### config.mk
export PLATFORM = sky130hd
export DESIGN_NAME = aef_alert_flags
export DESIGN_NICKNAME = d
export VERILOG_FILES = /design/src/include/aef_pkg.sv /design/src/hw/aef_scan_seq.sv /design/src/hw/aef_alert_flags.sv
export VERILOG_INCLUDE_DIRS = /design/src /design/src/include
export SDC_FILE = /design/constraint.sdc
export NUM_CORES = 1
export LEC_CHECK = 0
export ABC_AREA = 1
export BUFFER_PORTS_ARGS = -buffer_cell sky130_fd_sc_hd__buf_2
export CAP_MARGIN = 20
export CORE_MARGIN = 8
export CORE_UTILIZATION = 52
export DETAILED_ROUTE_END_ITERATION = 7
export PLACE_DENSITY = 0.84
export SLEW_MARGIN = 20
export SYNTH_ARGS = -nofsm -noshare
export SYNTH_HDL_FRONTEND = slang
export SYNTH_HIERARCHICAL = 1
export SYNTH_SLANG_ARGS = --single-unit
export TNS_END_PERCENT = 30
### constraint.sdc
create_clock -name i_clk -period 1.6 [get_ports i_clk]
set_input_delay 0.32 -clock i_clk [delete_from_list [all_inputs] [get_ports i_clk]]
set_output_delay 0.32 -clock i_clk [all_outputs]
set_load 0.05 [all_outputs]
### src/include/aef_map.svh
// Register offsets, field positions and reset values for the alert and event flag logic.
// Assumes an internal register port with byte-wide data and 8-bit register addresses.
// Functional notes
// Scan channel enable bit set includes that input in the automatic scan.
// Alert channel enable bit lets that channel's flags drive the alert pin.
// With CRC alert enable set, input CRC error flag asserts the alert pin.
// Host must clear the input CRC error flag to release a CRC alert.
// Alert setup bit 2 selects drive: 0 open-drain, 1 push-pull.
// Signalling code 00 pulses once per alert flag; 01 holds level while alert.
// Read-only eight-bit event summary, one bit per channel.
// Summary bits clear only by clearing the channel's high and low flags.
// High flag sets on conversion above high threshold or digital input one.
// Writing one to a high flag bit clears it; zero leaves it.
// Reserved bits of source map and pin setup read zero, ignore writes.
// Scan go in automatic mode converts enabled channels ascending; clearing stops.
// Low flag sets past low threshold or digital zero; writing one clears.
// Summary bit is OR of high and low flags, one cycle later.
// Signalling codes 10 and 11 behave as the active-high level setting.
`ifndef AEF_MAP_SVH
`define AEF_MAP_SVH
`define AEF_OFS_SEQ_CFG 8'h10
`define AEF_OFS_SCAN_MASK 8'h12
`define AEF_OFS_ALERT_MASK 8'h14
`define AEF_OFS_SRC_MAP 8'h16
`define AEF_OFS_PIN_SETUP 8'h17
`define AEF_OFS_SUMMARY 8'h18
`define AEF_OFS_HIGH_FLAGS 8'h1a
`define AEF_OFS_LOW_FLAGS 8'h1c
`define AEF_BIT_CRC_EN 0
`define AEF_BIT_DRIVE 2
`define AEF_BIT_SCAN_GO 4
`define AEF_MSK_SRC_MAP 8'h01
`define AEF_MSK_PIN_SETUP 8'h07
`define AEF_MSK_SEQ_CFG 8'h13
`define AEF_RST_REG 8'h00
`define AEF_STYLE_AUTO 2'h1
`define AEF_SIG_PULSE 2'h0
`endif

### src/include/aef_pkg.sv
// Types shared by the alert and event flag logic.
// Assumes nothing beyond a SystemVerilog compiler.
`default_nettype none
package aef_pkg;
    typedef struct packed {
        logic [7:0] above;
        logic [7:0] below;
    } aef_event_t;
    typedef struct packed {
        logic wr;
        logic rd;
        logic [7:0] addr;
        logic [7:0] wdata;
    } aef_req_t;
    typedef enum logic [2:0] {
        AEF_SCAN_IDLE = 3'b001,
        AEF_SCAN_RUN = 3'b010,
        AEF_SCAN_WRAP = 3'b100
    } aef_scan_t;
endpackage : aef_pkg
`default_nettype wire

### src/hw/aef_scan_seq.sv
// Automatic scan channel picker: walks enabled channels in ascending order.
// Assumes i_next is a one-cycle pulse from the converter when a conversion ends.
`default_nettype none
module aef_scan_seq (
    input wire logic i_clk,
    input wire logic i_rst,
    input wire logic i_run,
    input wire logic [7:0] i_mask,
    input wire logic i_next,
    output logic o_active,
    output logic [2:0] o_chan
);
    aef_pkg::aef_scan_t state_r;
    aef_pkg::aef_scan_t state_nxt;
    logic [2:0] chan_r;
    logic [2:0] chan_nxt;
    logic [2:0] first;
    logic [2:0] after;
    logic has_after;
    logic [3:0] k;

    always_comb begin
        first = 3'h0;
        after = 3'h0;
        has_after = 1'b0;
        for (int i = 7; i >= 0; i--) begin
            if (i_mask[i]) begin
                first = 3'(i);
            end
            k = 4'(i);
            if (i_mask[i] && k > {1'b0, chan_r}) begin
                after = 3'(i);
                has_after = 1'b1;
            end
        end
    end

    always_comb begin
        state_nxt = state_r;
        chan_nxt = chan_r;
        case (state_r)
            aef_pkg::AEF_SCAN_IDLE: begin
                if (i_run && i_mask != 8'h00) begin
                    state_nxt = aef_pkg::AEF_SCAN_RUN;
                    chan_nxt = first;
                end
            end
            aef_pkg::AEF_SCAN_RUN: begin
                if (!i_run || i_mask == 8'h00) begin
                    state_nxt = aef_pkg::AEF_SCAN_IDLE;
                end else if (i_next) begin
                    if (has_after) begin
                        chan_nxt = after;
                    end else begin
                        state_nxt = aef_pkg::AEF_SCAN_WRAP;
                    end
                end
            end
            aef_pkg::AEF_SCAN_WRAP: begin
                state_nxt = aef_pkg::AEF_SCAN_RUN;
                chan_nxt = first;
                if (!i_run || i_mask == 8'h00) begin
                    state_nxt = aef_pkg::AEF_SCAN_IDLE;
                end
            end
            default: begin
                state_nxt = aef_pkg::AEF_SCAN_IDLE;
            end
        endcase
    end

    always_ff @(posedge i_clk) begin
        if (i_rst) begin
            state_r <= aef_pkg::AEF_SCAN_IDLE;
            chan_r <= 3'h0;
        end else begin
            state_r <= state_nxt;
            chan_r <= chan_nxt;
        end
    end

    assign o_active = (state_r == aef_pkg::AEF_SCAN_RUN);
    assign o_chan = chan_r;
endmodule : aef_scan_seq
`default_nettype wire

### src/hw/aef_alert_flags.sv
// Alert and event flag block: channel flags, summary, alert pin and scan mask registers.
// Assumes register requests and event strobes come from logic on the same clock.
// The alert pin drives a two-way pad; the pad cell resolves the wire level.
`include "aef_map.svh"
`default_nettype none
module aef_alert_flags (
    input wire logic i_clk,
    input wire logic i_rst,
    input wire aef_pkg::aef_req_t i_req,
    output logic [7:0] o_rdata,
    input wire aef_pkg::aef_event_t i_cmp,
    input wire logic [7:0] i_digital_sel,
    input wire logic [7:0] i_digital_in,
    input wire logic i_input_crc_error_flag,
    input wire logic i_conv_done,
    output logic o_scan_active,
    output logic [2:0] o_scan_chan,
    output logic o_alert_out,
    output logic o_alert_oe
);
    ////////////////////////////////////////////////////////////////////////////////
    logic [7:0] scan_channel_mask_r, scan_channel_mask_nxt;
    logic [7:0] alert_channel_mask_r, alert_channel_mask_nxt;
    logic crc_input_alert_enable_r, crc_input_alert_enable_nxt;
    logic [2:0] pin_setup_r, pin_setup_nxt;
    logic [4:0] seq_cfg_r, seq_cfg_nxt;
    logic [7:0] high_r, high_nxt;
    logic [7:0] low_r, low_nxt;
    logic [7:0] summary_r, summary_nxt;
    logic [7:0] rdata_r, rdata_nxt;
    logic alert_r, alert_nxt;
    logic [7:0] dig_s1_r, dig_s2_r;
    logic [7:0] dig_hi, dig_lo, set_hi, set_lo, clr_hi, clr_lo;
    logic [7:0] chan_alert, chan_alert_q_r, new_flag;
    logic crc_alert, crc_alert_q_r, alert_level, pulse_mode;
    logic [1:0] scan_style;
    logic scan_go;

    // Digital pin levels come from pads, so they pass two flip-flops first.
    always_ff @(posedge i_clk) begin
        if (i_rst) begin
            dig_s1_r <= 8'h00;
            dig_s2_r <= 8'h00;
        end else begin
            dig_s1_r <= i_digital_in;
            dig_s2_r <= dig_s1_r;
        end
    end

    ////////////////////////////////////////////////////////////////////////////////
    // Per-channel flag set and clear terms.
    genvar g;
    generate
        for (g = 0; g < 8; g++) begin : g_chan
            assign dig_hi[g] = i_digital_sel[g] & dig_s2_r[g];
            assign dig_lo[g] = i_digital_sel[g] & ~dig_s2_r[g];
            assign set_hi[g] = (~i_digital_sel[g] & i_cmp.above[g]) | dig_hi[g];
            assign set_lo[g] = (~i_digital_sel[g] & i_cmp.below[g]) | dig_lo[g];
            assign chan_alert[g] = alert_channel_mask_r[g] & (high_r[g] | low_r[g]);
        end
    endgenerate

    always_comb begin
        clr_hi = 8'h00;
        clr_lo = 8'h00;
        if (i_req.wr && i_req.addr == `AEF_OFS_HIGH_FLAGS) begin
            clr_hi = i_req.wdata;
        end else if (i_req.wr && i_req.addr == `AEF_OFS_LOW_FLAGS) begin
            clr_lo = i_req.wdata;
        end
        // A set in the same cycle as its clear wins, so no event is lost.
        high_nxt = (high_r & ~clr_hi) | set_hi;
        low_nxt = (low_r & ~clr_lo) | set_lo;
        summary_nxt = high_r | low_r;
    end

    ////////////////////////////////////////////////////////////////////////////////
    // Configuration registers; reserved bits are never stored.
    always_comb begin
        scan_channel_mask_nxt = scan_channel_mask_r;
        alert_channel_mask_nxt = alert_channel_mask_r;
        crc_input_alert_enable_nxt = crc_input_alert_enable_r;
        pin_setup_nxt = pin_setup_r;
        seq_cfg_nxt = seq_cfg_r;
        if (i_req.wr) begin
            if (i_req.addr == `AEF_OFS_SCAN_MASK) begin
                scan_channel_mask_nxt = i_req.wdata;
            end else if (i_req.addr == `AEF_OFS_ALERT_MASK) begin
                alert_channel_mask_nxt = i_req.wdata;
            end else if (i_req.addr == `AEF_OFS_SRC_MAP) begin
                crc_input_alert_enable_nxt = i_req.wdata[`AEF_BIT_CRC_EN];
            end else if (i_req.addr == `AEF_OFS_PIN_SETUP) begin
                pin_setup_nxt = i_req.wdata[2:0];
            end else if (i_req.addr == `AEF_OFS_SEQ_CFG) begin
                seq_cfg_nxt = 5'(i_req.wdata & `AEF_MSK_SEQ_CFG);
            end
        end
    end

    ////////////////////////////////////////////////////////////////////////////////
    // Read mux; unmapped addresses and reserved bits read zero.
    always_comb begin
        rdata_nxt = rdata_r;
        if (i_req.rd) begin
            if (i_req.addr == `AEF_OFS_SCAN_MASK) begin
                rdata_nxt = scan_channel_mask_r;
            end else if (i_req.addr == `AEF_OFS_ALERT_MASK) begin
                rdata_nxt = alert_channel_mask_r;
            end else if (i_req.addr == `AEF_OFS_SRC_MAP) begin
                rdata_nxt = {7'h00, crc_input_alert_enable_r};
            end else if (i_req.addr == `AEF_OFS_PIN_SETUP) begin
                rdata_nxt = {5'h00, pin_setup_r};
            end else if (i_req.addr == `AEF_OFS_SUMMARY) begin
                rdata_nxt = summary_r;
            end else if (i_req.addr == `AEF_OFS_HIGH_FLAGS) begin
                rdata_nxt = high_r;
            end else if (i_req.addr == `AEF_OFS_LOW_FLAGS) begin
                rdata_nxt = low_r;
            end else if (i_req.addr == `AEF_OFS_SEQ_CFG) begin
                rdata_nxt = {3'h0, seq_cfg_r};
            end else begin
                rdata_nxt = 8'h00;
            end
        end
    end

    ////////////////////////////////////////////////////////////////////////////////
    // Alert pin. The CRC term stays until the host clears the error flag upstream.
    assign crc_alert = crc_input_alert_enable_r & i_input_crc_error_flag;
    assign alert_level = (|chan_alert) | crc_alert;
    assign new_flag = chan_alert & ~chan_alert_q_r;
    // Codes 10 and 11 fall through to the level behaviour.
    assign pulse_mode = (pin_setup_r[1:0] == `AEF_SIG_PULSE);

    always_comb begin
        if (pulse_mode) begin
            alert_nxt = (|new_flag) | (crc_alert & ~crc_alert_q_r);
        end else begin
            alert_nxt = alert_level;
        end
    end

    always_ff @(posedge i_clk) begin
        if (i_rst) begin
            scan_channel_mask_r <= `AEF_RST_REG;
            alert_channel_mask_r <= `AEF_RST_REG;
            crc_input_alert_enable_r <= 1'b0;
            pin_setup_r <= 3'h0;
            seq_cfg_r <= 5'h00;
            high_r <= `AEF_RST_REG;
            low_r <= `AEF_RST_REG;
            summary_r <= `AEF_RST_REG;
            rdata_r <= `AEF_RST_REG;
            alert_r <= 1'b0;
            chan_alert_q_r <= 8'h00;
            crc_alert_q_r <= 1'b0;
        end else begin
            scan_channel_mask_r <= scan_channel_mask_nxt;
            alert_channel_mask_r <= alert_channel_mask_nxt;
            crc_input_alert_enable_r <= crc_input_alert_enable_nxt;
            pin_setup_r <= pin_setup_nxt;
            seq_cfg_r <= seq_cfg_nxt;
            high_r <= high_nxt;
            low_r <= low_nxt;
            summary_r <= summary_nxt;
            rdata_r <= rdata_nxt;
            alert_r <= alert_nxt;
            chan_alert_q_r <= chan_alert;
            crc_alert_q_r <= crc_alert;
        end
    end

    // Open-drain only ever drives low; active-high alert means release when open-drain.
    assign o_alert_out = pin_setup_r[`AEF_BIT_DRIVE] ? alert_r : 1'b0;
    assign o_alert_oe = pin_setup_r[`AEF_BIT_DRIVE] ? 1'b1 : ~alert_r;
    assign o_rdata = rdata_r;

    ////////////////////////////////////////////////////////////////////////////////
    assign scan_style = seq_cfg_r[1:0];
    assign scan_go = seq_cfg_r[`AEF_BIT_SCAN_GO];

    aef_scan_seq u_scan (
        .i_clk(i_clk),
        .i_rst(i_rst),
        .i_run(scan_go && scan_style == `AEF_STYLE_AUTO),
        .i_mask(scan_channel_mask_r),
        .i_next(i_conv_done),
        .o_active(o_scan_active),
        .o_chan(o_scan_chan)
    );
endmodule : aef_alert_flags
`default_nettype wire

==> results of run 1 <==
metrics by stage:
| step | util, % | setup slack, ns | cell area (µm²) |
|---|---|---|---|
| 2_1_floorplan | - | 0.0118 | 4070 |
| 3_3_place_gp | 60.3 | 0.00458 | 4610 |
| 3_5_place_dp | 60.3 | -0.0537 | 4610 |
| 4_1_cts | 62.9 | 0.0151 | 4810 |
| 5_1_grt | 63.0 | 0.00836 | 4820 |
| 6_report | 63.0 | 0.0671 | 4820 |
state kept, by name, indices dropped and copies added, names as in the netlist, 3 cells and up:
signal	cells
alert_channel_mask_r	8
chan_alert_q_r	8
dig_s1_r	8
dig_s2_r	8
high_r	8
low_r	8
o_rdata	8
pin_setup_r	3
scan_channel_mask_r	8
seq_cfg_r	3
summary_r	8
u_scan/o_chan	3
u_scan/state_r	3
how the worst max path moves through the flow:
stage,start,slack (ns),to
after detailed placement,i_req[8],-0.05,pin_setup_r[1]
after global routing,u_scan/state_r[2],0.008,o_scan_active
final,u_scan/state_r[2],0.07,o_scan_active
after floorplan,u_scan/o_chan[0],0.01,u_scan/o_chan[1]
after CTS,u_scan/state_r[2],0.02,o_scan_active
after global placement,i_req[13],0.005,low_r[4]
synth_stat cells:
master | number | area share (%)
o21ai_1 | 20 | 2.5
nand2_4 | 1 | 0.28
buf_6 | 2 | 0.55
or2_2 | 3 | 0.46
dfxtp_1 | 87 | 43
a31oi_1 | 9 | 1.4
nand2_1 | 104 | 9.6
nand3_1 | 42 | 5.2
nand3_2 | 2 | 0.49
nor2_1 | 58 | 5.4
o22ai_1 | 2 | 0.31
nor2_2 | 8 | 1.2
a21oi_1 | 52 | 6.4
buf_2 | 2 | 0.25
inv_2 | 14 | 1.3
or2_0 | 3 | 0.46
nand2_2 | 6 | 0.92
o31ai_1 | 1 | 0.18
o2111ai_1 | 2 | 0.43
o211ai_1 | 1 | 0.18
nor2_4 | 3 | 0.83
nand4_1 | 4 | 0.62
clkinv_1 | 1 | 0.092
buf_1 | 2 | 0.18
inv_1 | 108 | 10
o21bai_1 | 4 | 0.74
clkbuf_1 | 7 | 0.65
nor3_1 | 3 | 0.37
o21ai_0 | 46 | 5.7
buf_4 | 2 | 0.37
nand4_2 | 1 | 0.31
power by group:
part / total (W) / switching, W / leakage [nW] / internal, W
sequential: 0.00228 / 0.0000413 / 0.713 / 0.00224
combinational: 0.000343 / 0.000208 / 1.52 / 0.000136
clock: 0.00155 / 0.000784 / 0.103 / 0.000765
total: 0.00417 / 0.00103 / 2.34 / 0.00314
layout make-up:
cell class	instances	area [µm²]	share of cell area, %
flip-flops and latches	87	1740	36.2
multi-input cells	375	1780	37.0
repair buffers	87	500	10.4
clock inverters	5	57.6	1.20
well taps	102	128	2.65
inverters	123	462	9.59
clock buffers	11	141	2.94
worst max-delay path: stages (launching register included):
cell and delay, ns:
dfxtp_1 0.33, inv_2 0.06, nand3_2 0.11, inv_2 0.12
clkbuf_4 0.24
logic make-up (layout without fill, tap and decap cells):
group / after synthesis / count (layout) / synth area share, %
AO/OA/AOI/OAI: 137 / 137 / 17.7
AND/OR/NAND/NOR: 238 / 238 / 26.1
flip-flops: 87 / 87 / 42.8
buffers and inverters: 138 / 226 / 13.3
timing repair:
item,CTS,global route
gates resized for setup,0,1
hold buffers,0,0
setup endpoints to repair,0,1
routing by layer:
layer  part of all wire (%)  track usage (%)  routed length (µm)
met2                     48             32.7                5010
met5                      0                0                   0
met1                     43             22.1                4560
met3                    7.2             5.58                 757
met4                    1.9             6.83                 199
==> metrics.cfg, run 1 <==
[global_route]
antenna_found_initial=0
grt.total_usage_pct=19.1
grt_pass1_wl_mm=17.3
gr-total-overflow=0
grt_max_degree=62
grt_pass1_vias=3852

[power]
power_w=0.00417
power_density_nw_per_um2=866
leakage_nw=2.34
vdd_drop_max_v=0.000738

[clock_tree]
tritoncts=yes
h-tree-depth=3
post_cts_buffers=0
numCtsBuffers=9
clock-sinks=87
root_buffer=clkbuf_8
cts_buffer_depth=2
clk_latency_ns=0.36
clkTransAtPathRegs_ns=0.09

[hold_path]
hp-start=i_digital_in[7]
min_to=dig_s1_r[7]
min_path_type=in2reg
holdPathStages=3

[logic_synthesis]
seq_area_frac_synth_pct=42.8
mappedNetlistArea_um2=4070
syn_nets=654
yosys_register_bits=87
synth_cell_types=31
syn_area_per_cell_um2=6.78
syn_inst=600
yosys_warnings=6

[floorplanning]
ios=68
die_height_um=104
num_rows=32
die_w_um=104
start_util_pct=53.2
die_area_um2=10900
core-area_um2=7650

[finish]
area_growth_pct=18.4
drive_gt1_share_pct=20.6
nFillCells=692
antenna_cells=0
layout_common_cells=108 x inv_1, 104 x nand2_1, 85 x dfxtp_1, 66 x buf_2, 58 x nor2_1
final_common_cell=inv_1
layout.nets=737
stdcell_count=790

[sta]
skew_ns=0.00922
final_hold_viol_count=0
max_freq_ghz=0.652
fin_crit_sh_pct=95.8
finalMaxSlewViolations=0
worstMarginPinSlew_ns=0.601
setup_tns_ns=0
period_needed_ns=1.53
relSlewSlack_pct=59.9
fin_worst_hold_slack_ns=0.155
rsz0062_at_grt=no
setup_violations=0

[placed_design]
place.gp.congestion=0.879
hpwlAfterDp_mm=8.13
dp_cells=774
port_buffers=67

[worst_setup_path]
r2r-start=scan_channel_mask_r[3]
crit_fanout=4
regToRegEndpoint=u_scan/o_chan[1]
crit_path_end_kind=primary output
start_kind=flop
r2r_slack_ns=0.16
rr_worst_depth=11
crit_required_ns=1.28
crit_type=reg2out
cp.arrival_ns=1.21

[routing]
drtAntennaViolNets=0
totalWireLength_mm=10.5
drc=0
drtIter0Drc=266
first_pass_iters=5
routed_via_density=5.15
vias=4069
wl_per_cell_um=13.3

[outcome]
outcome=finished, final reports clean

[flow_run]
drv_cap=0

Power figures use the tool's default switching activity.
==> inputs of run 2 (changes only) <==
--- a/config.mk
+++ b/config.mk
@@ -7,10 +7,11 @@
 export NUM_CORES = 1
 export LEC_CHECK = 0
 export ABC_AREA = 1
-export BUFFER_PORTS_ARGS = -buffer_cell sky130_fd_sc_hd__buf_2
+export BUFFER_PORTS_ARGS = -buffer_cell sky130_fd_sc_hd__buf_4
 export CAP_MARGIN = 20
 export CORE_MARGIN = 8
 export CORE_UTILIZATION = 52
+export CTS_CLUSTER_DIAMETER = 50
 export DETAILED_ROUTE_END_ITERATION = 7
 export PLACE_DENSITY = 0.84
 export SLEW_MARGIN = 20
==> run 2 against run 1 <==
Maximum frequency grew 2.2%. Flip-flop and latch count is the same. Sequential share of layout area shrank 1.2 points. Wire length shrank 1.9%. Total power grew 4.0%. Combinational power grew 9.3%. Die area is the same. Critical path type is now reg2reg. Critical endpoint is now u_scan/o_chan[0]. Highest routed layer unchanged.
==> metrics.cfg, run 2 (synthesis gave the netlist of run 1 again) <==
[placed_design]
place.gp.congestion=0.853  ; -2.9%
hpwlAfterDp_mm=8.12  ; about the same
dpl_cell_area_um2=4770  ; +3.4%
port_buffers=67  ; unchanged

[routing]
vias=3988  ; -2.0%
wl_per_cell_um=13.1  ; -1.8%
drc=0  ; unchanged
totalWireLength_mm=10.3  ; -1.9%
first_pass_iters=5  ; unchanged
drtIter0Drc=258  ; -3.0%
drtAntennaViolNets=0  ; unchanged
routed_via_density=5.05  ; -1.9%

[worst_setup_path]
crit_required_ns=1.85  ; +0.57 ns
start_kind=flop
crit_type=reg2reg
r2r_slack_ns=0.10  ; -0.06 ns
regToRegEndpoint=u_scan/o_chan[0]
cp.arrival_ns=1.75  ; +0.54 ns
rr_worst_depth=11  ; unchanged
crit_fanout=4  ; unchanged
crit_path_end_kind=flop
r2r-start=scan_channel_mask_r[3]

[global_route]
grt_pass1_vias=3892  ; +1.0%
grt_pass1_wl_mm=17.1  ; -1.4%
grt_max_degree=37  ; -40%
antenna_found_initial=0  ; unchanged
grt.total_usage_pct=18.8  ; -0.37 points
gr-total-overflow=0  ; unchanged

[sta]
rsz0062_at_grt=no
relSlewSlack_pct=59.5  ; -0.33 points
finalMaxSlewViolations=0  ; unchanged
period_needed_ns=1.50  ; -0.0329 ns
final_hold_viol_count=0  ; unchanged
setup_violations=0  ; unchanged
worstMarginPinSlew_ns=0.606  ; +0.00492 ns
max_freq_ghz=0.667  ; +2.2%
skew_ns=0.0101  ; +0.000887 ns
setup_tns_ns=0  ; unchanged
fin_crit_sh_pct=93.7  ; -2.1 points

[finish]
area_growth_pct=22.5
antenna_cells=0  ; unchanged
layout.nets=737  ; unchanged
nFillCells=675  ; -2.5%
stdcell_area_um2=4980  ; +3.5%
final_common_cell=inv_1
layout_common_cells=108 x inv_1, 104 x nand2_1, 87 x buf_4, 85 x dfxtp_1, 58 x nor2_1
drive_gt1_share_pct=20.7  ; +0.030 points

[power]
power_w=0.00434  ; +4.0%
p_int_w=0.00329  ; +4.9%
power_density_nw_per_um2=870  ; +0.45%
vdd_drop_max_v=0.000682  ; -7.6%
p_sw_share_pct=24.1  ; -0.66 points
p_clk_share_pct=38.9  ; +1.7 points
power_frac_seq_pct=52.5  ; -2.1 points
combinationalPowerShare_pct=8.6  ; +0.4 points
leakage_nw=2.39  ; +2.2%
netSwitchingPower_w=0.00105  ; +1.2%

[clock_tree]
h-tree-depth=3  ; unchanged
clock-sinks=87  ; unchanged
post_cts_buffers=0  ; unchanged
clkTransAtPathRegs_ns=0.09  ; about the same
tritoncts=yes
cts_buffer_depth=2  ; unchanged
clk_latency_ns=0.36  ; about the same
ctsHoldBuffers=0  ; unchanged
cts_resized=0  ; unchanged
numCtsBuffers=9  ; unchanged
root_buffer=clkbuf_8

[floorplanning]
die_w_um=104  ; unchanged
num_rows=32  ; unchanged
die_height_um=104  ; unchanged
core-area_um2=7650  ; unchanged
die_area_um2=10900  ; unchanged
start_util_pct=53.2  ; unchanged
ios=68  ; unchanged

[flow_run]
drv_cap=0  ; unchanged

[hold_path]
hp-start=i_digital_in[7]
min_path_type=in2reg
holdPathStages=3  ; unchanged
min_to=dig_s1_r[7]

[outcome]
outcome=finished, final reports clean

run 2: changes by cell type in the layout (fill, tap and decap cells not counted):
cell | before | now
clkinv_2 | 2 | 1
inv_6 | 0 | 3
bufinv_16 | 1 | 2
buf_2 | 66 | 0
clkbuf_8 | 10 | 9
clkbuf_4 | 1 | 0
clkbuf_1 | 1 | 0
buf_4 | 19 | 87
buf_12 | 1 | 0
clkinv_4 | 2 | 0
run 2: power by group through the flow:
stage	Combinational [W]	Sequential (W)	Clock, W
global route	0.000417	0.00229	0.00181
detailed placement	0.000371	0.00233	0
CTS	0.000373	0.00227	0.00170
global placement	0.000360	0.00232	0
finish	0.000375	0.00228	0.00169
floorplan	0.000191	0.00231	0
run 2: worst max-delay path, stage by stage (launching register included):
cell and delay, ns:
dfxtp_1 0.45, inv_1 0.10, nand2_1 0.13, nor2_1 0.05, nand2_1 0.08, nand3_1 0.09, nand2_1 0.08, nand2_1 0.06
inv_2 0.09, nand2_4 0.07, nor2_1 0.14, nor2_2 0.06
run 2: worst max path at each step:
stage                     cells past startpoint               end  slack (ns)                    from
after floorplan                              11  u_scan/o_chan[1]        0.01        u_scan/o_chan[0]
after global placement                        8          low_r[4]      -0.007               i_req[13]
after detailed placement                      8          low_r[5]       -0.05               i_req[13]
after CTS                                     4     o_scan_active        0.09       u_scan/state_r[2]
after global routing                         11  u_scan/o_chan[0]        0.04  scan_channel_mask_r[3]
final                                        11  u_scan/o_chan[0]        0.10  scan_channel_mask_r[3]
run 2: routing by layer:
| metal | share of wire [%] | up-vias | GRT usage [%] |
|---|---|---|---|
| met3 | 6.4 | 29 | 4.46 |
| met1 | 44 | 1777 | 21.9 |
| li1 | - | 2049 | - |
| met2 | 46 | 133 | 31.1 |
| met4 | 3.0 | 0 | 10.2 |
| met5 | 0 | - | 0 |
run 2: area by class of cell:
cell class	count	area (µm²)	share of cell area [%]
multi-input cells	375	1780	35.8
flip-flops and latches	87	1740	35.0
repair buffers	87	653	13.1
inverters	123	462	9.26
well taps	102	128	2.56
clock buffers	9	124	2.48
clock inverters	6	91.3	1.83
run 2: through the flow:
stage	hold slack (ns)	utilization [%]	instances	worst slack, ns
after floorplan	0.388	-	600	0.0118
after global placement	0.389	62.4	774	-0.00691
after detailed placement	0.397	62.4	774	-0.0501
after CTS	0.150	65.2	789	0.0859
after global routing	0.155	65.2	789	0.0388
final	0.155	65.2	789	0.100
==> inputs of run 3 (changes only) <==
--- a/config.mk
+++ b/config.mk
@@ -7,12 +7,12 @@
 export NUM_CORES = 1
 export LEC_CHECK = 0
 export ABC_AREA = 1
-export BUFFER_PORTS_ARGS = -buffer_cell sky130_fd_sc_hd__buf_4
-export CAP_MARGIN = 20
+export BUFFER_PORTS_ARGS = -buffer_cell sky130_fd_sc_hd__buf_2
 export CORE_MARGIN = 8
 export CORE_UTILIZATION = 52
 export CTS_CLUSTER_DIAMETER = 50
 export DETAILED_ROUTE_END_ITERATION = 7
+export MAX_ROUTING_LAYER = met4
 export PLACE_DENSITY = 0.84
 export SLEW_MARGIN = 20
 export SYNTH_ARGS = -nofsm -noshare
==> run 3 against run 2 <==
Clock power is 7% lower. Total power decreased by 3.3%. Critical path depth fell by 7. Combinational power decreased by 8.5%. Utilization is 2.1 points lower. Via count grew 0.35%. Sequential share of layout area grew 1.2 points. Worst hold slack improved by 0.012 ns. Critical path type is now reg2out. Largest cell class unchanged.
==> metrics.cfg, run 3 (synthesis gave the netlist of run 1 again) <==
[finish]
final_common_cell=inv_1
area_growth_pct=18.5
antenna_cells=0  ; unchanged
layout_common_cells=108 x inv_1, 104 x nand2_1, 85 x dfxtp_1, 66 x buf_2, 58 x nor2_1
nFillCells=707  ; +4.7%
layout.nets=737  ; unchanged
drive_gt1_share_pct=20.7  ; unchanged
stdcell_area_um2=4820  ; -3.3%

[sta]
fin_crit_sh_pct=96.3  ; +2.5 points
rsz0062_at_grt=no
relSlewSlack_pct=59.4  ; -0.11 points
fin_worst_hold_slack_ns=0.167  ; +0.0117 ns
worstMarginPinSlew_ns=0.608  ; +0.00170 ns
skew_ns=0.0100  ; -0.0000751 ns
worst_slack_ns=0.0593  ; -0.0408 ns
max_freq_ghz=0.649  ; -2.6%
finalMaxSlewViolations=0  ; unchanged
final_hold_viol_count=0  ; unchanged
setup_violations=0  ; unchanged
period_needed_ns=1.54  ; +0.0408 ns

[placed_design]
pre_cts_slack_ns=-0.0543  ; -0.00412 ns
place.gp.congestion=0.876  ; +2.6%
port_buffers=67  ; unchanged
hpwlAfterDp_mm=8.03  ; -1.1%
dpl_cell_area_um2=4610  ; -3.3%

[clock_tree]
cts_buffer_depth=2  ; unchanged
post_cts_buffers=0  ; unchanged
clock-sinks=87  ; unchanged
h-tree-depth=3  ; unchanged
tritoncts=yes
clk_latency_ns=0.36  ; about the same
root_buffer=clkbuf_8
numCtsBuffers=9  ; unchanged
clkTransAtPathRegs_ns=0.08  ; about the same

[floorplanning]
die_height_um=104  ; unchanged
core-area_um2=7650  ; unchanged
die_area_um2=10900  ; unchanged
die_w_um=104  ; unchanged
num_rows=32  ; unchanged
ios=68  ; unchanged
start_util_pct=53.2  ; unchanged

[hold_path]
min_path_type=in2reg
hp-start=i_digital_in[4]
holdPathStages=3  ; unchanged
min_to=dig_s1_r[4]

[global_route]
antenna_found_initial=0  ; unchanged
gr-total-overflow=0  ; unchanged
grt_pass1_wl_mm=17.5  ; +2.3%
grt.total_usage_pct=19.8  ; +1.0 points
grt_max_degree=62  ; +68%
grt_pass1_vias=3899  ; +0.18%

[routing]
totalWireLength_mm=10.4  ; +0.44%
wl_per_cell_um=13.1  ; +0.44%
vias=4002  ; +0.35%
routed_via_density=5.07  ; +0.35%
drtIter0Drc=268  ; +3.9%
drtAntennaViolNets=0  ; unchanged
drc=0  ; unchanged
first_pass_iters=5  ; unchanged

[worst_setup_path]
cpMostUsedCell=inv_2
critPathMaxStageDelay_ns=0.33  ; -0.12 ns
crit_path_end_kind=primary output
cp.arrival_ns=1.22  ; -0.53 ns
r2r_slack_ns=0.16  ; +0.06 ns
cp_cell_sequence=inv_2 > nand3_2 > inv_2 > clkbuf_4
crit_type=reg2out
rr_worst_depth=11  ; unchanged
r2r-start=scan_channel_mask_r[3]
crit_fanout=4  ; unchanged
start_kind=flop
regToRegEndpoint=u_scan/o_chan[1]
crit_required_ns=1.28  ; -0.57 ns
crit_slowest_cell=dfxtp_1

[power]
vdd_drop_max_v=0.000468  ; -31%
power_w=0.00419  ; -3.3%
power_density_nw_per_um2=869  ; about the same
leakage_nw=2.34  ; -2.1%

[outcome]
outcome=finished, final reports clean

[flow_run]
drv_cap=0  ; unchanged

-- run 3: changes by cell type in the layout (fill, tap and decap cells not counted), sizes merged --
cell and delta:
clkbuf +3, inv -2, buf -1, bufinv -1, clkinvlp +1
-- run 3: worst max-delay path: cells and delay by family, from the launching register on --
| kind | cells | cell delay, ns |
|---|---|---|
| buffers and inverters | 3 | 0.42 |
| DFF | 1 | 0.33 |
| and+or+nand+nor | 1 | 0.12 |
-- run 3: power by group --
part	leakage, nW	total [W]	internal (W)	switching, W
Sequential	0.713	0.00228	0.00224	0.0000406
Combinational	1.52	0.000343	0.000136	0.000207
Clock	0.103	0.00157	0.000807	0.000767
-- run 3: timing repair --
action	in CTS	in global routing
hold endpoints to repair	0	0
gates resized for setup	0	1
hold buffers	0	0
setup endpoints to repair	0	1
-- run 3: area by class of cell --
cell class	count	area, µm²	share of cell area (%)
clock buffers	11	151	3.14
clock inverters	4	53.8	1.12
inverters	123	462	9.57
multi-input cells	375	1780	37.0
flip-flops and latches	87	1740	36.2
well taps	102	128	2.65
repair buffers	87	500	10.4
-- run 3: routing by layer --
metal,track usage (%),vias up,wire (µm)
met3,3.66,22,562
met4,8.38,0,216
met2,32.5,127,4840
met5,-,-,0
li1,-,2061,-
met1,23.2,1792,4750
-- run 3: metrics by stage --
stage | utilization, % | std cells | setup TNS (ns)
after floorplan | - | 600 | 0
after global routing | 63.1 | 789 | 0
final | 63.1 | 789 | 0
after detailed placement | 60.3 | 774 | -0.284
after CTS | 63.0 | 789 | 0
after global placement | 60.3 | 774 | 0
-- run 3: worst max path at each step --
stage,start,end,slack [ns]
finish,u_scan/state_r[2],o_scan_active,0.06
global route,u_scan/state_r[2],o_scan_active,0.001
CTS,u_scan/state_r[2],o_scan_active,0.01
detailed placement,i_req[8],pin_setup_r[1],-0.05
global placement,i_req[13],low_r[4],0.01
floorplan,u_scan/o_chan[0],u_scan/o_chan[1],0.01
